File: config.mk
export PLATFORM = sky130hd
export DESIGN_NAME = io_space_address_decoder
export DESIGN_NICKNAME = d
export VERILOG_FILES = /design/src/design/io_space_pkg.sv /design/src/design/io_reg_store.sv /design/src/design/io_space_address_decoder.sv
export SDC_FILE = /design/constraint.sdc
export NUM_CORES = 1
export LEC_CHECK = 0
export BUFFER_PORTS_ARGS = -buffer_cell sky130_fd_sc_hd__buf_4
export CAP_MARGIN = 20
export CORE_ASPECT_RATIO = 1.4
export CORE_MARGIN = 8
export CORE_UTILIZATION = 35
export DETAILED_ROUTE_END_ITERATION = 8
export PLACE_DENSITY = 0.49
export SLEW_MARGIN = 20
export SYNTH_ARGS = -nofsm -noshare
export SYNTH_HDL_FRONTEND = slang
export SYNTH_SLANG_ARGS = --single-unit
File: constraint.sdc
create_clock -name clk -period 6.36 [get_ports clk]
set_input_delay 0.318 -clock clk [delete_from_list [all_inputs] [get_ports clk]]
set_output_delay 0.318 -clock clk [all_outputs]
set_load 0.03 [all_outputs]
File: src/design/io_space_pkg.sv
package io_space_pkg;

    // Operations the core presents on the request port
    typedef enum logic [2:0] {
        OP_IO_IN = 3'b000,
        OP_IO_OUT = 3'b001,
        OP_IO_BIT_SET = 3'b010,
        OP_IO_BIT_CLEAR = 3'b011,
        OP_SKIP_IF_SET = 3'b100,
        OP_SKIP_IF_CLEAR = 3'b101,
        OP_DATA_LOAD = 3'b110,
        OP_DATA_STORE = 3'b111
    } io_op_t;

    localparam logic [7:0] IO_ADDR_LAST = 8'h3F;
    localparam logic [7:0] IO_BIT_ADDR_LAST = 8'h1F;
    localparam logic [7:0] IO_DATA_OFFSET = 8'h20;
    localparam logic [7:0] EXT_IO_FIRST = 8'h60;
    localparam logic [7:0] WINDOW_FIRST = 8'h44;
    localparam logic [7:0] WINDOW_LAST = 8'h69;
    localparam logic [7:0] REG_RESET = 8'h00;

    localparam logic [7:0] ADDR_TIMER0_CONTROL_A = 8'h44;
    localparam logic [7:0] ADDR_TIMER0_CONTROL_B = 8'h45;
    localparam logic [7:0] ADDR_TIMER0_COUNT = 8'h46;
    localparam logic [7:0] ADDR_TIMER0_COMPARE_A = 8'h47;
    localparam logic [7:0] ADDR_TIMER0_COMPARE_B = 8'h48;
    localparam logic [7:0] ADDR_GENERAL_SCRATCH_1 = 8'h4A;
    localparam logic [7:0] ADDR_GENERAL_SCRATCH_2 = 8'h4B;
    localparam logic [7:0] ADDR_SERIAL_PERIPH_CONTROL = 8'h4C;
    localparam logic [7:0] ADDR_SERIAL_PERIPH_STATUS = 8'h4D;
    localparam logic [7:0] ADDR_SERIAL_PERIPH_DATA = 8'h4E;
    localparam logic [7:0] ADDR_COMPARATOR_CONTROL_STATUS = 8'h50;
    localparam logic [7:0] ADDR_SLEEP_CONTROL = 8'h53;
    localparam logic [7:0] ADDR_RESET_CAUSE_STATUS = 8'h54;
    localparam logic [7:0] ADDR_CORE_CONTROL = 8'h55;
    localparam logic [7:0] ADDR_SELF_PROGRAM_CONTROL = 8'h57;
    localparam logic [7:0] ADDR_STACK_POINTER_LOW = 8'h5D;
    localparam logic [7:0] ADDR_STACK_POINTER_HIGH = 8'h5E;
    localparam logic [7:0] ADDR_PROCESSOR_STATUS_FLAGS = 8'h5F;
    localparam logic [7:0] ADDR_WATCHDOG_CONTROL_STATUS = 8'h60;
    localparam logic [7:0] ADDR_CLOCK_DIVIDER_CONTROL = 8'h61;
    localparam logic [7:0] ADDR_POWER_REDUCTION_CONTROL = 8'h64;
    localparam logic [7:0] ADDR_OSCILLATOR_TRIM = 8'h66;
    localparam logic [7:0] ADDR_PIN_CHANGE_IRQ_ENABLE = 8'h68;
    localparam logic [7:0] ADDR_EXTERNAL_IRQ_SENSE_CONTROL = 8'h69;

    // Bits held in the store; reserved, flag and live bits are excluded
    localparam logic [7:0] WM_TIMER0_CONTROL_A = 8'hF3;
    localparam logic [7:0] WM_TIMER0_CONTROL_B = 8'h0F;
    localparam logic [7:0] WM_FULL = 8'hFF;
    localparam logic [7:0] WM_SERIAL_PERIPH_STATUS = 8'h01;
    localparam logic [7:0] WM_COMPARATOR_CONTROL_STATUS = 8'hCF;
    localparam logic [7:0] WM_SLEEP_CONTROL = 8'h0F;
    localparam logic [7:0] WM_CORE_CONTROL = 8'h73;
    localparam logic [7:0] WM_SELF_PROGRAM_CONTROL = 8'h9F;
    localparam logic [7:0] WM_STACK_POINTER_HIGH = 8'h07;
    localparam logic [7:0] WM_WATCHDOG_CONTROL_STATUS = 8'h7F;
    localparam logic [7:0] WM_CLOCK_DIVIDER_CONTROL = 8'h8F;
    localparam logic [7:0] WM_POWER_REDUCTION_CONTROL = 8'hEF;
    localparam logic [7:0] WM_PIN_CHANGE_IRQ_ENABLE = 8'h07;
    localparam logic [7:0] WM_EXTERNAL_IRQ_SENSE_CONTROL = 8'h0F;
    localparam logic [7:0] WM_NONE = 8'h00;

    // Flag, live and force strobe bit positions
    localparam int SPI_DONE_BIT = 7;
    localparam int SPI_COLLISION_BIT = 6;
    localparam int COMP_OUT_BIT = 5;
    localparam int COMP_EVENT_BIT = 4;
    localparam int RWW_BUSY_BIT = 6;
    localparam int WDT_EVENT_BIT = 7;
    localparam int FORCE_A_BIT = 7;
    localparam int FORCE_B_BIT = 6;

endpackage

File: src/design/io_reg_store.sv
`timescale 1ns/1ns
`default_nettype none

module io_reg_store
    import io_space_pkg::*;
#(
    parameter int WIDTH = 8,
    parameter int DEPTH = 64,
    parameter int AW = 6
)
(
    input wire logic clk,
    input wire logic rst_n,
    input wire logic wr_en,
    input wire logic [AW-1:0] wr_index,
    input wire logic [WIDTH-1:0] wr_bits,
    input wire logic [WIDTH-1:0] wr_val,
    input wire logic [AW-1:0] rd_index,
    output logic [WIDTH-1:0] rd_data
);

    logic [WIDTH-1:0] mem_reg [DEPTH];
    logic [WIDTH-1:0] mem_next [DEPTH];
    logic [WIDTH-1:0] rd_data_next;

    // Per-bit write so single-bit operations touch only their bit
    always_comb
    begin
        mem_next = mem_reg;
        if (wr_en)
        begin
            mem_next[wr_index] = (mem_reg[wr_index] & ~wr_bits)
                | (wr_val & wr_bits);
        end
        rd_data_next = mem_reg[rd_index];
    end

    always_ff @(posedge clk or negedge rst_n)
    begin
        if (!rst_n)
        begin
            for (int i = 0; i < DEPTH; i++)
            begin
                mem_reg[i] <= WIDTH'(REG_RESET);
            end
            rd_data <= WIDTH'(REG_RESET);
        end
        else
        begin
            mem_reg <= mem_next;
            rd_data <= rd_data_next;
        end
    end

endmodule
`default_nettype wire

File: src/design/io_space_address_decoder.sv
// Function
// - Bit-set and bit-clear work on I/O addresses 0x00 to 0x1F.
// - Skip tests on a single bit work in the low bit range.
// - Certain flags clear on writing one; writing zero leaves them.
// - Single-bit operations change only the addressed bit, no other flags.
// - Direct I/O operations use a 6-bit address, 0x00 to 0x3F.
// - Data-space access maps to I/O address plus 0x20.
// - Extended range 0x60 to 0xFF reachable only by data-space access.
`timescale 1ns/1ns
`default_nettype none

module io_space_address_decoder
    import io_space_pkg::*;
#(
    parameter int DEPTH = 64
)
(
    input wire logic clk,
    input wire logic rst_n,
    input wire logic req_valid,
    input wire io_op_t req_op,
    input wire logic [7:0] req_addr,
    input wire logic [2:0] req_bit,
    input wire logic [7:0] req_wdata,
    input wire logic spi_done_evt,
    input wire logic spi_collision_evt,
    input wire logic comp_evt,
    input wire logic comp_out,
    input wire logic wdt_evt,
    input wire logic rww_busy,
    input wire logic [3:0] reset_cause_evt,
    output logic resp_valid,
    output logic [7:0] resp_rdata,
    output logic resp_skip,
    output logic resp_hit,
    output logic resp_refused,
    output logic timer0_force_a,
    output logic timer0_force_b
);

    function automatic logic [7:0] write_mask(input logic [7:0] a);
        case (a)
            ADDR_TIMER0_CONTROL_A: write_mask = WM_TIMER0_CONTROL_A;
            ADDR_TIMER0_CONTROL_B: write_mask = WM_TIMER0_CONTROL_B;
            ADDR_TIMER0_COUNT: write_mask = WM_FULL;
            ADDR_TIMER0_COMPARE_A: write_mask = WM_FULL;
            ADDR_TIMER0_COMPARE_B: write_mask = WM_FULL;
            ADDR_GENERAL_SCRATCH_1: write_mask = WM_FULL;
            ADDR_GENERAL_SCRATCH_2: write_mask = WM_FULL;
            ADDR_SERIAL_PERIPH_CONTROL: write_mask = WM_FULL;
            ADDR_SERIAL_PERIPH_STATUS: write_mask = WM_SERIAL_PERIPH_STATUS;
            ADDR_SERIAL_PERIPH_DATA: write_mask = WM_FULL;
            ADDR_COMPARATOR_CONTROL_STATUS:
                write_mask = WM_COMPARATOR_CONTROL_STATUS;
            ADDR_SLEEP_CONTROL: write_mask = WM_SLEEP_CONTROL;
            ADDR_CORE_CONTROL: write_mask = WM_CORE_CONTROL;
            ADDR_SELF_PROGRAM_CONTROL: write_mask = WM_SELF_PROGRAM_CONTROL;
            ADDR_STACK_POINTER_LOW: write_mask = WM_FULL;
            ADDR_STACK_POINTER_HIGH: write_mask = WM_STACK_POINTER_HIGH;
            ADDR_PROCESSOR_STATUS_FLAGS: write_mask = WM_FULL;
            ADDR_WATCHDOG_CONTROL_STATUS:
                write_mask = WM_WATCHDOG_CONTROL_STATUS;
            ADDR_CLOCK_DIVIDER_CONTROL: write_mask = WM_CLOCK_DIVIDER_CONTROL;
            ADDR_POWER_REDUCTION_CONTROL:
                write_mask = WM_POWER_REDUCTION_CONTROL;
            ADDR_OSCILLATOR_TRIM: write_mask = WM_FULL;
            ADDR_PIN_CHANGE_IRQ_ENABLE: write_mask = WM_PIN_CHANGE_IRQ_ENABLE;
            ADDR_EXTERNAL_IRQ_SENSE_CONTROL:
                write_mask = WM_EXTERNAL_IRQ_SENSE_CONTROL;
            default: write_mask = WM_NONE;
        endcase
    endfunction

    function automatic logic is_mapped(input logic [7:0] a);
        is_mapped = (a == ADDR_RESET_CAUSE_STATUS) || (write_mask(a) != WM_NONE);
    endfunction

    // Request decode
    logic is_io_op;
    logic is_bit_op;
    logic is_skip_op;
    logic is_write;
    logic addr_ok;
    logic [7:0] data_addr;
    logic hit;
    logic [7:0] bit_onehot;
    logic [7:0] wr_bits;
    logic [7:0] wr_val;
    logic do_write;
    logic [7:0] store_bits;
    logic [7:0] live_bits;
    logic [7:0] live_mask;

    always_comb
    begin
        is_io_op = (req_op != OP_DATA_LOAD) && (req_op != OP_DATA_STORE);
        is_bit_op = (req_op == OP_IO_BIT_SET) || (req_op == OP_IO_BIT_CLEAR);
        is_skip_op = (req_op == OP_SKIP_IF_SET)
            || (req_op == OP_SKIP_IF_CLEAR);
        is_write = is_bit_op || (req_op == OP_IO_OUT)
            || (req_op == OP_DATA_STORE);
        // Direct I/O is refused above address 0x3F, so it never reaches 0x60
        if (is_io_op)
        begin
            addr_ok = (req_addr <= IO_ADDR_LAST);
            if (is_bit_op || is_skip_op)
            begin
                addr_ok = (req_addr <= IO_BIT_ADDR_LAST);
            end
            data_addr = 8'(req_addr + IO_DATA_OFFSET);
        end
        else
        begin
            addr_ok = 1'b1;
            data_addr = req_addr;
        end
        hit = addr_ok && is_mapped(data_addr);
        bit_onehot = 8'h01 << req_bit;
        if (is_bit_op)
        begin
            wr_bits = bit_onehot;
            wr_val = (req_op == OP_IO_BIT_SET) ? 8'hFF : 8'h00;
        end
        else
        begin
            wr_bits = 8'hFF;
            wr_val = req_wdata;
        end
        do_write = req_valid && is_write && hit;
        store_bits = wr_bits & write_mask(data_addr);
    end

    // Hardware-set flags; an event in the clearing cycle wins
    logic spi_done_reg;
    logic spi_done_next;
    logic spi_collision_reg;
    logic spi_collision_next;
    logic comp_event_reg;
    logic comp_event_next;
    logic wdt_event_reg;
    logic wdt_event_next;
    logic [3:0] reset_cause_reg;
    logic [3:0] reset_cause_next;
    logic [7:0] w1c;
    logic force_a_next;
    logic force_b_next;

    always_comb
    begin
        w1c = do_write ? (wr_bits & wr_val) : 8'h00;
        spi_done_next = spi_done_reg;
        spi_collision_next = spi_collision_reg;
        comp_event_next = comp_event_reg;
        wdt_event_next = wdt_event_reg;
        reset_cause_next = reset_cause_reg;
        force_a_next = 1'b0;
        force_b_next = 1'b0;
        if (data_addr == ADDR_SERIAL_PERIPH_STATUS && w1c[SPI_DONE_BIT])
        begin
            spi_done_next = 1'b0;
            spi_collision_next = 1'b0;
        end
        if (data_addr == ADDR_COMPARATOR_CONTROL_STATUS
            && w1c[COMP_EVENT_BIT])
        begin
            comp_event_next = 1'b0;
        end
        if (data_addr == ADDR_WATCHDOG_CONTROL_STATUS && w1c[WDT_EVENT_BIT])
        begin
            wdt_event_next = 1'b0;
        end
        // Reset causes clear where a zero is written into a selected bit
        if (do_write && data_addr == ADDR_RESET_CAUSE_STATUS)
        begin
            reset_cause_next = reset_cause_reg
                & ~(wr_bits[3:0] & ~wr_val[3:0]);
        end
        if (do_write && data_addr == ADDR_TIMER0_CONTROL_B)
        begin
            force_a_next = wr_bits[FORCE_A_BIT] & wr_val[FORCE_A_BIT];
            force_b_next = wr_bits[FORCE_B_BIT] & wr_val[FORCE_B_BIT];
        end
        spi_done_next = spi_done_next | spi_done_evt;
        spi_collision_next = spi_collision_next | spi_collision_evt;
        comp_event_next = comp_event_next | comp_evt;
        wdt_event_next = wdt_event_next | wdt_evt;
        reset_cause_next = reset_cause_next | reset_cause_evt;
    end

    always_ff @(posedge clk or negedge rst_n)
    begin
        if (!rst_n)
        begin
            spi_done_reg <= 1'b0;
            spi_collision_reg <= 1'b0;
            comp_event_reg <= 1'b0;
            wdt_event_reg <= 1'b0;
            reset_cause_reg <= 4'h0;
            timer0_force_a <= 1'b0;
            timer0_force_b <= 1'b0;
        end
        else
        begin
            spi_done_reg <= spi_done_next;
            spi_collision_reg <= spi_collision_next;
            comp_event_reg <= comp_event_next;
            wdt_event_reg <= wdt_event_next;
            reset_cause_reg <= reset_cause_next;
            timer0_force_a <= force_a_next;
            timer0_force_b <= force_b_next;
        end
    end

    // Flag and live bits seen by the read in the request cycle
    always_comb
    begin
        live_bits = 8'h00;
        live_mask = 8'h00;
        case (data_addr)
            ADDR_SERIAL_PERIPH_STATUS:
            begin
                live_bits[SPI_DONE_BIT] = spi_done_reg;
                live_bits[SPI_COLLISION_BIT] = spi_collision_reg;
                live_mask = 8'hC0;
            end
            ADDR_COMPARATOR_CONTROL_STATUS:
            begin
                live_bits[COMP_OUT_BIT] = comp_out;
                live_bits[COMP_EVENT_BIT] = comp_event_reg;
                live_mask = 8'h30;
            end
            ADDR_RESET_CAUSE_STATUS:
            begin
                live_bits[3:0] = reset_cause_reg;
                live_mask = 8'h0F;
            end
            ADDR_SELF_PROGRAM_CONTROL:
            begin
                live_bits[RWW_BUSY_BIT] = rww_busy;
                live_mask = 8'h40;
            end
            ADDR_WATCHDOG_CONTROL_STATUS:
            begin
                live_bits[WDT_EVENT_BIT] = wdt_event_reg;
                live_mask = 8'h80;
            end
            default:
            begin
                live_bits = 8'h00;
                live_mask = 8'h00;
            end
        endcase
    end

    logic [7:0] store_rdata;

    io_reg_store #(
        .WIDTH(8),
        .DEPTH(DEPTH),
        .AW(6)
    ) u_store (
        .clk(clk),
        .rst_n(rst_n),
        .wr_en(do_write),
        .wr_index(data_addr[5:0]),
        .wr_bits(store_bits),
        .wr_val(wr_val),
        .rd_index(data_addr[5:0]),
        .rd_data(store_rdata)
    );

    // Two-stage answer: stage one waits for the store read
    logic s1_valid_reg;
    logic s1_valid_next;
    logic s1_hit_reg;
    logic s1_hit_next;
    logic s1_refused_reg;
    logic s1_refused_next;
    logic s1_skip_op_reg;
    logic s1_skip_op_next;
    logic s1_skip_on_set_reg;
    logic s1_skip_on_set_next;
    logic [2:0] s1_bit_reg;
    logic [2:0] s1_bit_next;
    logic [7:0] s1_live_reg;
    logic [7:0] s1_live_next;
    logic [7:0] s1_rmask_reg;
    logic [7:0] s1_rmask_next;
    logic [7:0] rdata_next;
    logic skip_next;

    always_comb
    begin
        s1_valid_next = req_valid;
        s1_hit_next = req_valid && hit;
        s1_refused_next = req_valid && !addr_ok;
        s1_skip_op_next = is_skip_op;
        s1_skip_on_set_next = (req_op == OP_SKIP_IF_SET);
        s1_bit_next = req_bit;
        s1_live_next = live_bits;
        s1_rmask_next = hit ? (write_mask(data_addr) & ~live_mask) : 8'h00;
        // Unmapped or refused locations read as zero
        rdata_next = s1_hit_reg
            ? ((store_rdata & s1_rmask_reg) | s1_live_reg) : 8'h00;
        skip_next = s1_valid_reg && s1_skip_op_reg && !s1_refused_reg
            && (rdata_next[s1_bit_reg] == s1_skip_on_set_reg);
    end

    always_ff @(posedge clk or negedge rst_n)
    begin
        if (!rst_n)
        begin
            s1_valid_reg <= 1'b0;
            s1_hit_reg <= 1'b0;
            s1_refused_reg <= 1'b0;
            s1_skip_op_reg <= 1'b0;
            s1_skip_on_set_reg <= 1'b0;
            s1_bit_reg <= 3'h0;
            s1_live_reg <= 8'h00;
            s1_rmask_reg <= 8'h00;
            resp_valid <= 1'b0;
            resp_rdata <= 8'h00;
            resp_skip <= 1'b0;
            resp_hit <= 1'b0;
            resp_refused <= 1'b0;
        end
        else
        begin
            s1_valid_reg <= s1_valid_next;
            s1_hit_reg <= s1_hit_next;
            s1_refused_reg <= s1_refused_next;
            s1_skip_op_reg <= s1_skip_op_next;
            s1_skip_on_set_reg <= s1_skip_on_set_next;
            s1_bit_reg <= s1_bit_next;
            s1_live_reg <= s1_live_next;
            s1_rmask_reg <= s1_rmask_next;
            resp_valid <= s1_valid_reg;
            resp_rdata <= rdata_next;
            resp_skip <= skip_next;
            resp_hit <= s1_hit_reg;
            resp_refused <= s1_refused_reg;
        end
    end

endmodule
`default_nettype wire

==> results of run 1 <==
worst reg2reg max path, stage by stage, from the launching register on:
cell     delay (ns)
dfrtp_1        0.39
mux4_2         0.48
mux4_2         0.54
a22oi_1        0.22
nand3_1        0.24
o22ai_1        0.81
mux2i_1        0.18
final cells by class:
| cell class | instances | area [µm²] | share of cell area |
|---|---|---|---|
| Sequential cell | 566 | 14200 | 0.555 |
| Multi-Input combinational cell | 621 | 7390 | 0.290 |
| Clock buffer | 72 | 1510 | 0.0590 |
| Tap cell | 855 | 1070 | 0.0419 |
| Timing Repair Buffer | 86 | 800 | 0.0313 |
| Clock inverter | 24 | 432 | 0.0169 |
| Inverter | 41 | 154 | 0.00603 |
worst max path at each step:
stage / startpoint / end / slack [ns] / depth (start not counted)
4_1_cts: req_addr[3] / u_store.mem_reg[279] / 2.50 / 9
5_1_grt: req_addr[3] / u_store.mem_reg[279] / 2.33 / 9
6_report: req_addr[3] / u_store.mem_reg[279] / 2.48 / 9
2_1_floorplan: req_addr[0] / u_store.mem_reg[200] / 3.25 / 10
3_3_place_gp: req_addr[3] / u_store.mem_reg[272] / 1.91 / 9
3_5_place_dp: req_addr[3] / u_store.mem_reg[272] / 1.87 / 9
routing by layer:
layer / share of wire / routed length (µm) / vias to the layer above
met3: 0.034 / 1800 / 92
li1: - / - / 5009
met2: 0.49 / 25600 / 247
met1: 0.44 / 23100 / 5925
met4: 0.037 / 1940 / 2
met5: 0.00025 / 13 / -
power by group through the flow:
| stage | logic (mW) | clock network [mW] | registers [mW] |
|---|---|---|---|
| after CTS | 0.416 | 3.60 | 3.63 |
| after global routing | 0.443 | 3.73 | 3.63 |
| after detailed placement | 0.406 | 0 | 3.70 |
| after global placement | 0.404 | 0 | 3.70 |
| final | 0.406 | 3.48 | 3.63 |
| after floorplan | 0.216 | 0 | 3.70 |
layout by cell type (no fill, tap or decap), types with 7 or more instances in the layout:
cell           instances
buf_4                 60
mux2_4                32
nor2_1                34
a211oi_2               9
mux4_2               148
nor2b_1               17
dfrtp_1              566
and2_1                 7
mux2_1                46
nand3_1               16
dlygate4sd3_1         16
clkbuf_16             52
nor3_1                 8
inv_1                 40
clkbuf_8              13
a2111oi_4             11
nand2_1               42
mux2i_1               36
clkbuf_1               7
nand2b_1               7
a22oi_1               30
a21oi_1               36
mux2_2                29
bufinv_16             10
o21ai_0               11
cell families (layout without fill, tap and decap cells):
| logic type | Yosys count | count (layout) | share of synthesized area |
|---|---|---|---|
| muxes | 291 | 291 | 0.214 |
| and+or+nand+nor | 162 | 162 | 0.0369 |
| AOI/OAI and AO/OA | 164 | 164 | 0.0622 |
| DFF | 566 | 566 | 0.604 |
| buffers and inverters | 484 | 223 | 0.0809 |
| adders and majority gates | 1 | 1 | 0.000534 |
| xor gates and xnor gates | 3 | 3 | 0.00112 |
stage by stage:
stage	hold slack [ns]	cells	total power [mW]
floorplan	0.0224	1671	3.91
global placement	0.360	2152	4.10
detailed placement	0.362	2152	4.10
CTS	0.0412	2264	7.65
global route	0.0598	2265	7.80
finish	0.0636	2265	7.52
==> qor.json, run 1 <==
{
  "timing.critical_path.mode_cell": "buf_4",
  "max-vdd-ir-drop_uv": 216,
  "grt_util_met1": 0.187,
  "synth_nets": 1707,
  "syn-instance-count": 1671,
  "leakagePower_nw": 11.7,
  "power_density_over_cell_area_mw_per_mm2": 295,
  "path_delay_family": "compound AO/OA/AOI/OAI gates",
  "largest_net_degree_at_the_start_of_global_routing": 191,
  "fin_nets": 1404,
  "dpl-instance-area_mm2": 0.0234,
  "grt_antenna_before_repair": 1,
  "netlist_area_mm2": 0.0234,
  "worst_setup_ep_type": "register",
  "synthArstFlopShare": 1.00,
  "numCtsBuffers": 52,
  "groute.layer.met3.usage": 0.0199,
  "cts_hold_repair.buffers": 16,
  "switching_power_mw": 1.70,
  "routed-via-count": 11300,
  "utilization": 0.384,
  "synth.yosys.seq_area_share": 0.604,
  "path_buf_inv": 2,
  "post_cts_repair_resize_count": 0,
  "synth.avg_cell_area_um2": 14.0,
  "synth_top_cell_by_area": "dfrtp_1",
  "timing.critical_path.cells": "buf_4 > and2_1 > nand2_1 > a2111oi_2 > o31a_1 > nor3_4 > buf_4 > a2111oi_4 > mux2_4",
  "power_frac_clock": 0.463,
  "drc": 0,
  "cpMaxStageDelayCell": "a2111oi_4",
  "maxSlewHeadroom": 0.277,
  "initialDrtViolationCount": 770,
  "grt.total_usage": 0.140,
  "r2r-end": "u_store.mem_reg[240]",
  "cts_htree_levels": 2,
  "worstSetupStartpointType": "primary input",
  "drt-total-wl_mm": 52.5,
  "cell_chosen_for_the_clock_root": "clkbuf_16",
  "number_of_flip_flops_under_the_largest_register_name": 512,
  "status": "finished clean",
  "worst_case_setup_margin_in_the_final_layout_ns": 2.48,
  "min_delay_path_depth": 2,
  "cts_setup_buffers": 0,
  "final_area_mm2": 0.0255,
  "critical_path.max_stage_delay_ns": 1.01,
  "cts.sink_count": 566,
  "clock_pin_slew_reported_for_the_worst_setup_and_hold_paths_after_clock_tree_synthesis_ns": 0.06,
  "slew_viol_final": 0,
  "max_clock_freq_mhz": 258,
  "routed_via_density": 4.98,
  "timing_worst_setup_path_type": "in -> reg",
  "grt_setup_unrepaired": "false",
  "detail_placement_hpwl_mm": 33.8,
  "clk_latency_ns": 0.60,
  "report.final.setup_viol": 0,
  "crit-reg2reg-launch": "u_store.mem_reg[264]",
  "synth_top_area_frac": 0.604,
  "min_from": "req_op[1]",
  "proportion_of_layout_cells_with_a_drive_suffix_above_1": 0.291,
  "core-area_mm2": 0.0664,
  "post-route-min-period_ns": 3.88,
  "max_slew.worst_pin.slew_ns": 1.08,
  "floorplan.die_area_mm2": 0.0756,
  "finalWeightedCongestion": 0.813,
  "initial_util": 0.353,
  "timing.reg2reg.worst_path_depth": 6,
  "post-synth-top-count-cell": "dfrtp_1",
  "synth_top_cells_by_area": "dfrtp_1 (60%), mux4_2 (14%), clkbuf_1 (6.3%)",
  "dp_worst_setup_slack_ns": 1.87,
  "port_buffers": 48,
  "ys_ff_latch": 566,
  "timing.hold.worst_endpoint": "s1_skip_op_reg",
  "use_met2": 0.232,
  "min_path_type": "in -> reg",
  "maxCapViolCount": 0,
  "dieHeight_um": 322,
  "fin_tns_setup_ns": 0,
  "ctsLongestPathBuffers": 3,
  "drt_pre_antenna_iters": 8,
  "synthFlopType": "dfrtp_1",
  "synth_top_cells_by_count": "dfrtp_1 (566), clkbuf_1 (392), mux4_2 (148), mux2_1 (46), nand2_1 (43)",
  "synth_warnings": 0,
  "reg2reg_slack_ns": 3.32,
  "yosysUniqueCellTypes": 73,
  "timing.critical_path.arrival_ns": 4.35,
  "cp_max_fo": 31,
  "grt_pass1_vias": 12800,
  "n_fill_cell": 6145,
  "row_count": 112,
  "first_pass_grt_wire_length_mm": 82.6,
  "clock_skew_ns": 0.0222,
  "critPathRequiredTime_ns": 6.83,
  "gr-max-usage-layer": "met2",
  "final-hold-violation-count": 0,
  "wire_per_inst_um": 23.2,
  "layout-area-overhead-vs-synth_pct": 8.86,
  "p_int_mw": 5.82,
  "swShare": 0.225,
  "grt_remaining_overflow": 0,
  "pwr-share-comb": 0.054,
  "detail-route-antenna-nets": 0,
  "tritoncts": "yes",
  "fin_crit_sh": 0.610,
  "number_of_enable_type_register_cells_in_the_synthesized_netlist": 0,
  "pwr-share-seq": 0.483,
  "antennaDiodeCount": 0,
  "die_width_um": 235,
  "count_of_boundary_i_o_pins": 49
}
Power figures use the tool's default switching activity.
==> run 2: changes to the inputs <==
- clock period: 6.36 -> 3.7 ns (I/O delays scaled with it)
==> run 2 against run 1 <==
Design area grew 2.4%. Clock power grew 73%. Largest cell class unchanged. Sequential power grew 72%. Cell count grew 3.4%. Register-to-register slack lost 2.3 ns. Power grew 73%. Setup slack lost 2.1 ns. Via count grew 1.9%. Non-clock buffer count grew 69. Critical path depth grew 3.
==> qor.json, run 2 (synthesis gave the netlist of run 1 again) <==
{
  "core-area": {"value": 0.0664, "unit": "mm²", "change": "unchanged"},
  "max_clock_freq_mhz": 306,
  "clk_latency": {"value": 0.62, "unit": "ns", "change": "was 0.60 ns"},
  "initialDrtViolationCount": {"value": 702, "change": "was 770"},
  "layout-area-overhead-vs-synth": {"value": 11.4, "unit": "%", "change": "was 8.86%"},
  "number_of_flip_flops_under_the_largest_register_name": {"value": 512, "change": "unchanged"},
  "grt_setup_unrepaired": {"value": "false", "change": "unchanged"},
  "cp_max_fo": {"value": 14, "change": "was 31"},
  "worst_case_setup_margin_in_the_final_layout": {"value": 0.427, "unit": "ns", "change": "was 2.48 ns"},
  "final_common_cell": {"value": "dfrtp_1", "change": "unchanged"},
  "numCtsBuffers": {"value": 55, "change": "was 52"},
  "cell_chosen_for_the_clock_root": {"value": "clkbuf_16", "change": "unchanged"},
  "row_count": {"value": 112, "change": "unchanged"},
  "power_frac_clock": {"value": 0.462, "change": "was 0.463"},
  "ctsLongestPathBuffers": {"value": 3, "change": "unchanged"},
  "drc": {"value": 0, "change": "unchanged"},
  "utilization": {"value": 0.393, "change": "was 0.384"},
  "floorplan.die_area": {"value": 0.0756, "unit": "mm²", "change": "unchanged"},
  "timing.critical_path.arrival": {"value": 3.82, "unit": "ns", "change": "was 4.35 ns"},
  "report.final.setup_viol": {"value": 0, "change": "unchanged"},
  "critical_path.max_stage_delay": {"value": 0.56, "unit": "ns", "change": "was 1.01 ns"},
  "routed_via_density": {"value": 4.91, "change": "was 4.98"},
  "slew_viol_final": {"value": 0, "change": "unchanged"},
  "p_int": {"value": 10.0, "unit": "mW", "change": "was 5.82 mW"},
  "grt.total_usage": {"value": 0.145, "change": "was 0.140"},
  "post_cts_repair_resize_count": {"value": 0, "change": "unchanged"},
  "timing.critical_path.mode_cell": {"value": "buf_4", "change": "unchanged"},
  "cts_setup_buffers": {"value": 0, "change": "unchanged"},
  "power_density_over_cell_area": {"value": 498, "unit": "mW/mm²", "change": "was 295 mW/mm²"},
  "worst_setup_ep_type": {"value": "register", "change": "unchanged"},
  "detail_placement_hpwl": {"value": 36.6, "unit": "mm", "change": "was 33.8 mm"},
  "cpMaxStageDelayCell": {"value": "dlygate4sd3_1", "change": "was a2111oi_4"},
  "pwr-share-seq": {"value": 0.480, "change": "was 0.483"},
  "swShare": {"value": 0.230, "change": "was 0.225"},
  "wire_per_inst": {"value": 22.9, "unit": "µm", "change": "was 23.2 µm"},
  "routed-via-count": {"value": 11500, "change": "was 11300"},
  "first_pass_grt_wire_length": {"value": 85.2, "unit": "mm", "change": "was 82.6 mm"},
  "switching_power": {"value": 2.99, "unit": "mW", "change": "was 1.70 mW"},
  "max_slew.worst_pin.slew": {"value": 1.09, "unit": "ns", "change": "was 1.08 ns"},
  "grt_remaining_overflow": {"value": 0, "change": "unchanged"},
  "dp_worst_setup_slack": {"value": 0.305, "unit": "ns", "change": "was 1.87 ns"},
  "maxSlewHeadroom": {"value": 0.273, "change": "was 0.277"},
  "timing.critical_path.cells": {"value": "dlygate4sd3_1 > buf_4 > and3b_1 > o2111ai_1 > nand3_1 > o31a_1 > nor3_4 > buf_4 > buf_4 > a211oi_1 > o21bai_1 > dlygate4sd3_1", "change": "was buf_4 > and2_1 > nand2_1 > a2111oi_2 > o31a_1 > nor3_4 > buf_4 > a2111oi_4 > mux2_4"},
  "leakagePower": {"value": 12.0, "unit": "nW", "change": "was 11.7 nW"},
  "timing_worst_setup_path_type": {"value": "in -> reg", "change": "unchanged"},
  "largest_net_degree_at_the_start_of_global_routing": {"value": 109, "change": "was 191"},
  "min_path_type": {"value": "in -> reg", "change": "unchanged"},
  "fin_nets": {"value": 1476, "change": "was 1404"},
  "layout_common_cells": {"value": "dfrtp_1 (566), mux4_2 (148), buf_4 (119)", "change": "was dfrtp_1 (566), mux4_2 (148), buf_4 (60)"},
  "max-vdd-ir-drop": {"value": 325, "unit": "µV", "change": "was 216 µV"},
  "cts.sink_count": {"value": 566, "change": "unchanged"},
  "critPathRequiredTime": {"value": 4.25, "unit": "ns", "change": "was 6.83 ns"},
  "drt_pre_antenna_iters": {"value": 7, "change": "was 8"},
  "clock_skew": {"value": 0.0190, "unit": "ns", "change": "was 0.0222 ns"},
  "cts_htree_levels": {"value": 2, "change": "unchanged"},
  "detail-route-antenna-nets": {"value": 0, "change": "unchanged"},
  "worstSetupStartpointType": {"value": "primary input", "change": "unchanged"},
  "status": {"value": "finished clean", "change": "unchanged"},
  "reg2reg_slack": {"value": 1.01, "unit": "ns", "change": "was 3.32 ns"},
  "maxCapViolCount": {"value": 0, "change": "unchanged"},
  "pwr-share-comb": {"value": 0.057, "change": "was 0.054"},
  "port_buffers": {"value": 48, "change": "unchanged"},
  "final-hold-violation-count": {"value": 0, "change": "unchanged"},
  "drt-total-wl": {"value": 53.7, "unit": "mm", "change": "was 52.5 mm"},
  "count_of_boundary_i_o_pins": {"value": 49, "change": "unchanged"},
  "grt_pass1_vias": {"value": 13200, "change": "was 12800"},
  "post-route-min-period_ns": 3.27,
  "finalWeightedCongestion": {"value": 0.833, "change": "was 0.813"},
  "fin_crit_sh": 0.885,
  "antennaDiodeCount": {"value": 0, "change": "unchanged"},
  "dieHeight": {"value": 322, "unit": "µm", "change": "unchanged"},
  "tritoncts": {"value": "yes", "change": "unchanged"},
  "proportion_of_layout_cells_with_a_drive_suffix_above_1": {"value": 0.324, "change": "was 0.291"},
  "clock_pin_slew_reported_for_the_worst_setup_and_hold_paths_after_clock_tree_synthesis": {"value": 0.06, "unit": "ns", "change": "about the same"},
  "grt_antenna_before_repair": {"value": 0, "change": "was 1"},
  "initial_util": {"value": 0.353, "change": "unchanged"},
  "die_width": {"value": 235, "unit": "µm", "change": "unchanged"},
  "fin_tns_setup": {"value": 0, "unit": "ns", "change": "unchanged"}
}
run 2: changes by cell type in the layout (fill, tap and decap cells not counted), moves of 3 or more:
cell           change
buf_12             +6
buf_4             +59
bufinv_16          -4
clkbuf_16          +4
clkbuf_8           +3
clkinv_2           +7
dlygate4sd3_1      +5
run 2: power by group through the flow:
stage	sequential [mW]	clock, mW	combinational (mW)
after CTS	6.24	6.19	0.767
after floorplan	6.35	0	0.371
after global routing	6.24	6.45	0.817
final	6.24	6.01	0.747
after detailed placement	6.36	0	0.748
after global placement	6.36	0	0.742
run 2: layout make-up:
type	instances	area [µm²]
inverters	41	154
multi-input cells	621	7390
well taps	855	1070
flip-flops and latches	566	14200
clock buffers	79	1650
clock inverters	25	313
repair buffers	155	1390
fillers	6148	40300
run 2: critical path, delay by kind of cell:
kind | cells | cell delay (ns)
simple gates | 3 | 0.78
compound gates | 4 | 1.05
buf+inv | 5 | 1.79
run 2: repair_timing:
item,in CTS,in global routing
setup endpoints to repair,0,0
hold endpoints to repair,116,0
hold buffers,21,0
run 2: path summary, 6_finish.rpt:
check | from | end | cells past startpoint
worst min register to register | u_store.mem_reg[367] | u_store.mem_reg[367] | 0
min in group asynchronous | rst_n | u_store.mem_reg[127] | 2
worst min-delay path | req_addr[4] | u_store.rd_data[4] | 3
worst max-delay path | req_op[1] | reset_cause_reg[2] | 12
worst max register to register | u_store.mem_reg[386] | u_store.mem_reg[178] | 6
max in group asynchronous | rst_n | u_store.mem_reg[162] | 3
run 2: through the flow:
step	instances	hold slack [ns]	power [mW]	cell area (µm²)
2_1_floorplan	1671	-0.111	6.73	23400
3_3_place_gp	2217	0.310	7.10	23900
3_5_place_dp	2217	0.324	7.11	24000
4_1_cts	2342	0.000786	13.2	26100
5_1_grt	2342	0.0284	13.5	26100
6_report	2342	0.0368	13.0	26100
run 2: metal layers:
metal,vias to the layer above,routed length (µm),GRT usage
met2,202,26900,0.247
met1,6059,23900,0.193
met4,0,1240,0.0426
li1,5146,-,-
met3,86,1680,0.0218
met5,-,0,0
==> run 3: changes to the inputs <==
- ABC_AREA: unset -> 1
==> run 3 against run 2 <==
Clock skew grew 0.010 ns. Area after synthesis fell by 3.5%. Power decreased by 3.3%. Sequential share of layout area rose by 2.2 points. Critical endpoint is now reset_cause_reg[3].
==> qor.json, run 3 <==
{
  "status": {"value": "finished clean", "change": "unchanged"},
  "count_of_boundary_i_o_pins": {"value": 49, "change": "unchanged"},
  "antennaDiodeCount": {"value": 0, "change": "unchanged"},
  "pwr-share-seq": {"value": 0.494, "change": "was 0.480"},
  "drc": {"value": 0, "change": "unchanged"},
  "switching_power": {"value": 2.94, "unit": "mW", "change": "was 2.99 mW"},
  "max_clock_freq": {"value": 303, "unit": "MHz", "change": "was 306 MHz"},
  "cts.sink_count": {"value": 566, "change": "unchanged"},
  "maxCapViolCount": {"value": 0, "change": "unchanged"},
  "drt_pre_antenna_iters": {"value": 5, "change": "was 7"},
  "final_common_cell": {"value": "nand2_1", "change": "was dfrtp_1"},
  "layout_common_cells": {"value": "nand2_1 (643), dfrtp_1 (566), a22oi_1 (245)", "change": "was dfrtp_1 (566), mux4_2 (148), buf_4 (119)"},
  "maxSlewHeadroom": {"value": 0.362, "change": "was 0.273"},
  "r2r-end": {"value": "u_store.mem_reg[394]", "change": "was u_store.mem_reg[178]"},
  "pwr-share-comb": {"value": 0.051, "change": "was 0.057"},
  "top_layer": {"value": "met4", "change": "unchanged"},
  "core-area": {"value": 0.0641, "unit": "mm²", "change": "was 0.0664 mm²"},
  "crit-reg2reg-launch": {"value": "u_store.mem_reg[58]", "change": "was u_store.mem_reg[386]"},
  "dp_worst_setup_slack": {"value": 0.403, "unit": "ns", "change": "was 0.305 ns"},
  "n_fill_cell": {"value": 6231, "change": "was 6148"},
  "initialDrtViolationCount": {"value": 1114, "change": "was 702"},
  "synth.yosys.seq_area_share": {"value": 0.626, "change": "was 0.604"},
  "synth_top_area_frac": {"value": 0.626, "change": "was 0.604"},
  "fin_crit_sh": {"value": 0.891, "change": "was 0.885"},
  "clock_pin_slew_reported_for_the_worst_setup_and_hold_paths_after_clock_tree_synthesis": {"value": 0.06, "unit": "ns", "change": "about the same"},
  "worst_setup_ep_type": {"value": "register", "change": "unchanged"},
  "timing.reg2reg.worst_path_depth": {"value": 14, "change": "was 6"},
  "min_delay_path_depth": {"value": 5, "change": "was 3"},
  "row_count": {"value": 110, "change": "was 112"},
  "min_from": {"value": "req_wdata[2]", "change": "was req_addr[4]"},
  "number_of_flip_flops_under_the_largest_register_name": {"value": 512, "change": "unchanged"},
  "die_width": {"value": 231, "unit": "µm", "change": "was 235 µm"},
  "grt_antenna_before_repair": {"value": 0, "change": "unchanged"},
  "grt_setup_unrepaired": {"value": "false", "change": "unchanged"},
  "tritoncts": {"value": "yes", "change": "unchanged"},
  "p_int": {"value": 9.64, "unit": "mW", "change": "was 10.0 mW"},
  "yosysUniqueCellTypes": {"value": 36, "change": "was 73"},
  "numCtsBuffers": {"value": 54, "change": "was 55"},
  "netlist_area": {"value": 0.0226, "unit": "mm²", "change": "was 0.0234 mm²"},
  "post_cts_repair_resize_count": {"value": 0, "change": "unchanged"},
  "timing.critical_path.cells": {"value": "dlygate4sd3_1 > buf_4 > nand2_2 > nand2_1 > nand2_1 > nand2_1 > nor2_1 > inv_1 > nor2_1 > inv_2 > nand2_1 > nor2_1 > nand4_2 > nand4_1 > inv_1 > nand2_1 > nand3_1 > dlygate4sd3_1", "change": "was dlygate4sd3_1 > buf_4 > and3b_1 > o2111ai_1 > nand3_1 > o31a_1 > nor3_4 > buf_4 > buf_4 > a211oi_1 > o21bai_1 > dlygate4sd3_1"},
  "cts_htree_levels": {"value": 2, "change": "unchanged"},
  "max-vdd-ir-drop": {"value": 327, "unit": "µV", "change": "was 325 µV"},
  "synth.avg_cell_area": {"value": 9.44, "unit": "µm²", "change": "was 14.0 µm²"},
  "critical_path.max_stage_delay": {"value": 0.55, "unit": "ns", "change": "was 0.56 ns"},
  "worstSetupStartpointType": {"value": "primary input", "change": "unchanged"},
  "slew_viol_final": {"value": 0, "change": "unchanged"},
  "synth_top_cells_by_area": {"value": "dfrtp_1 (63%), nand2_1 (11%), a22oi_1 (8.1%)", "change": "was dfrtp_1 (60%), mux4_2 (14%), clkbuf_1 (6.3%)"},
  "final-hold-violation-count": {"value": 0, "change": "unchanged"},
  "fin_nets": {"value": 2176, "change": "was 1476"},
  "finalWeightedCongestion": {"value": 0.894, "change": "was 0.833"},
  "synth_warnings": {"value": 0, "change": "unchanged"},
  "grt_remaining_overflow": {"value": 0, "change": "unchanged"},
  "swShare": {"value": 0.233, "change": "was 0.230"},
  "routed_metal_1_wire_length": {"value": 26.0, "unit": "mm", "change": "was 23.9 mm"},
  "ys_ff_latch": {"value": 566, "change": "unchanged"},
  "wire_per_inst": {"value": 20.3, "unit": "µm", "change": "was 22.9 µm"},
  "timing.hold.worst_endpoint": {"value": "reset_cause_reg[2]", "change": "was u_store.rd_data[4]"},
  "reg2reg_slack": {"value": 1.35, "unit": "ns", "change": "was 1.01 ns"},
  "largest_net_degree_at_the_start_of_global_routing": {"value": 116, "change": "was 109"},
  "synth_top_cells_by_count": {"value": "nand2_1 (643), dfrtp_1 (566), clkbuf_1 (410), a22oi_1 (245), inv_1 (107)", "change": "was dfrtp_1 (566), clkbuf_1 (392), mux4_2 (148), mux2_1 (46), nand2_1 (43)"},
  "number_of_enable_type_register_cells_in_the_synthesized_netlist": {"value": 0, "change": "unchanged"},
  "routed_via_density": {"value": 4.82, "change": "was 4.91"},
  "clk_latency": {"value": 0.62, "unit": "ns", "change": "about the same"},
  "synth_nets": {"value": 2432, "change": "was 1707"},
  "cp_max_fo": {"value": 8, "change": "was 14"},
  "final_area": {"value": 0.0251, "unit": "mm²", "change": "was 0.0261 mm²"},
  "initial_util": {"value": 0.353, "change": "about the same"},
  "critPathRequiredTime": {"value": 4.23, "unit": "ns", "change": "was 4.25 ns"},
  "dpl-instance-area": {"value": 0.0230, "unit": "mm²", "change": "was 0.0240 mm²"},
  "synthArstFlopShare": {"value": 1.00, "change": "unchanged"},
  "dpl.cell_count": {"value": 2902, "change": "was 2217"},
  "routed-via-count": {"value": 14600, "change": "was 11500"},
  "min_path_type": {"value": "in -> reg", "change": "unchanged"},
  "report.final.setup_viol": {"value": 0, "change": "unchanged"},
  "grt.total_usage": {"value": 0.169, "change": "was 0.145"},
  "synthFlopType": {"value": "dfrtp_1", "change": "unchanged"},
  "leakagePower": {"value": 12.7, "unit": "nW", "change": "was 12.0 nW"},
  "timing.critical_path.arrival": {"value": 3.83, "unit": "ns", "change": "was 3.82 ns"},
  "cts_setup_buffers": {"value": 0, "change": "unchanged"},
  "floorplan.die_area": {"value": 0.0731, "unit": "mm²", "change": "was 0.0756 mm²"},
  "post-route-min-period": {"value": 3.30, "unit": "ns", "change": "was 3.27 ns"},
  "detail_placement_hpwl": {"value": 39.8, "unit": "mm", "change": "was 36.6 mm"},
  "dieHeight": {"value": 317, "unit": "µm", "change": "was 322 µm"},
  "route.met2.wl": {"value": 30.0, "unit": "mm", "change": "was 26.9 mm"},
  "first_pass_grt_wire_length": {"value": 96.0, "unit": "mm", "change": "was 85.2 mm"},
  "max_slew.worst_pin.slew": {"value": 0.956, "unit": "ns", "change": "was 1.09 ns"},
  "cell_chosen_for_the_clock_root": {"value": "clkbuf_16", "change": "unchanged"},
  "ctsLongestPathBuffers": {"value": 3, "change": "unchanged"},
  "grt_pass1_vias": {"value": 15700, "change": "was 13200"},
  "port_buffers": {"value": 48, "change": "unchanged"},
  "worst_case_setup_margin_in_the_final_layout": {"value": 0.404, "unit": "ns", "change": "was 0.427 ns"},
  "power_frac_clock": {"value": 0.455, "change": "was 0.462"},
  "clock_skew": {"value": 0.0293, "unit": "ns", "change": "was 0.0190 ns"},
  "syn-instance-count": {"value": 2396, "change": "was 1671"},
  "finish.cell_count_without_fillers": {"value": 3022, "change": "was 2342"},
  "synth_top_cell_by_area": {"value": "dfrtp_1", "change": "unchanged"},
  "hold_slack": {"value": 0.0242, "unit": "ns", "change": "was 0.0368 ns"},
  "drt-total-wl": {"value": 61.3, "unit": "mm", "change": "was 53.7 mm"},
  "layout-area-overhead-vs-synth": {"value": 11.0, "unit": "%", "change": "was 11.4%"},
  "cpMaxStageDelayCell": {"value": "dlygate4sd3_1", "change": "unchanged"},
  "dr_wl_met3": {"value": 2.76, "unit": "mm", "change": "was 1.68 mm"},
  "post-synth-top-count-cell": {"value": "nand2_1", "change": "was dfrtp_1"},
  "timing_worst_setup_path_type": {"value": "in -> reg", "change": "unchanged"},
  "proportion_of_layout_cells_with_a_drive_suffix_above_1": {"value": 0.120, "change": "was 0.324"},
  "power_density_over_cell_area": {"value": 501, "unit": "mW/mm²", "change": "was 498 mW/mm²"},
  "timing.critical_path.mode_cell": {"value": "nand2_1", "change": "was buf_4"},
  "detail-route-antenna-nets": {"value": 0, "change": "unchanged"},
  "fin_tns_setup": {"value": 0, "unit": "ns", "change": "unchanged"}
}
## run 3: cell count changes after synthesis, moves of 33 or more
cell	delta
mux2_1	-46
inv_1	+67
a21oi_1	+55
nor2_1	+67
a22oi_1	+215
mux2i_1	-36
nand2_1	+600
mux4_2	-148
o21ai_0	+33
## run 3: critical path, delay by kind of cell
| family | cells | cell delay (ns) |
|---|---|---|
| buffers and inverters | 6 | 1.73 |
| AND/OR/NAND/NOR | 12 | 1.92 |
## run 3: worst max path at each step
stage	from	end	depth (start not counted)
finish	req_op[1]	reset_cause_reg[3]	18
floorplan	req_addr[5]	u_store.mem_reg[179]	15
global route	req_op[1]	reset_cause_reg[3]	18
detailed placement	req_op[1]	u_store.mem_reg[396]	18
CTS	req_op[1]	reset_cause_reg[3]	18
global placement	req_op[1]	u_store.mem_reg[396]	18
## run 3: kinds of logic (layout without fill, tap and decap cells)
group | count (synthesis) | count (layout) | synth area share
simple gates | 861 | 861 | 0.159
buf+inv | 570 | 356 | 0.0970
flops | 566 | 566 | 0.626
compound gates | 397 | 397 | 0.116
fa+ha+maj | 1 | 1 | 0.000553
xor+xnor | 1 | 1 | 0.000387
## run 3: power by group through the flow
stage,Combinational [mW],Sequential (mW),Clock (mW)
6_report,0.643,6.21,5.72
5_1_grt,0.706,6.20,6.13
3_3_place_gp,0.638,6.32,0
3_5_place_dp,0.640,6.32,0
2_1_floorplan,0.231,6.33,0
4_1_cts,0.659,6.21,5.91
## run 3: layer usage
metal  vias up  track usage
met2       368        0.284
met1      7112        0.215
met5         -            0
li1       6967            -
met3       110       0.0238
met4         0       0.0761
## run 3: final cells by class
type                    count  area, µm²  share of cell area
flip-flops and latches    566      14200               0.565
well taps                 840       1050              0.0419
multi-input cells        1260       6270               0.250
clock inverters            25        297              0.0118
inverters                 120        453              0.0181
clock buffers              73       1540              0.0615
repair buffers            138       1310              0.0523
## run 3: metrics by stage
stage	power, mW	utilization
6_report	12.6	0.391
5_1_grt	13.0	0.391
4_1_cts	12.8	0.391
3_5_place_dp	6.96	0.359
3_3_place_gp	6.96	0.359
2_1_floorplan	6.56	-
## run 3: timing repair
item / 4_1_cts / 5_1_grt
hold endpoints to repair: 122 / 0
setup endpoints to repair: 0 / 0
hold buffers: 22 / 0
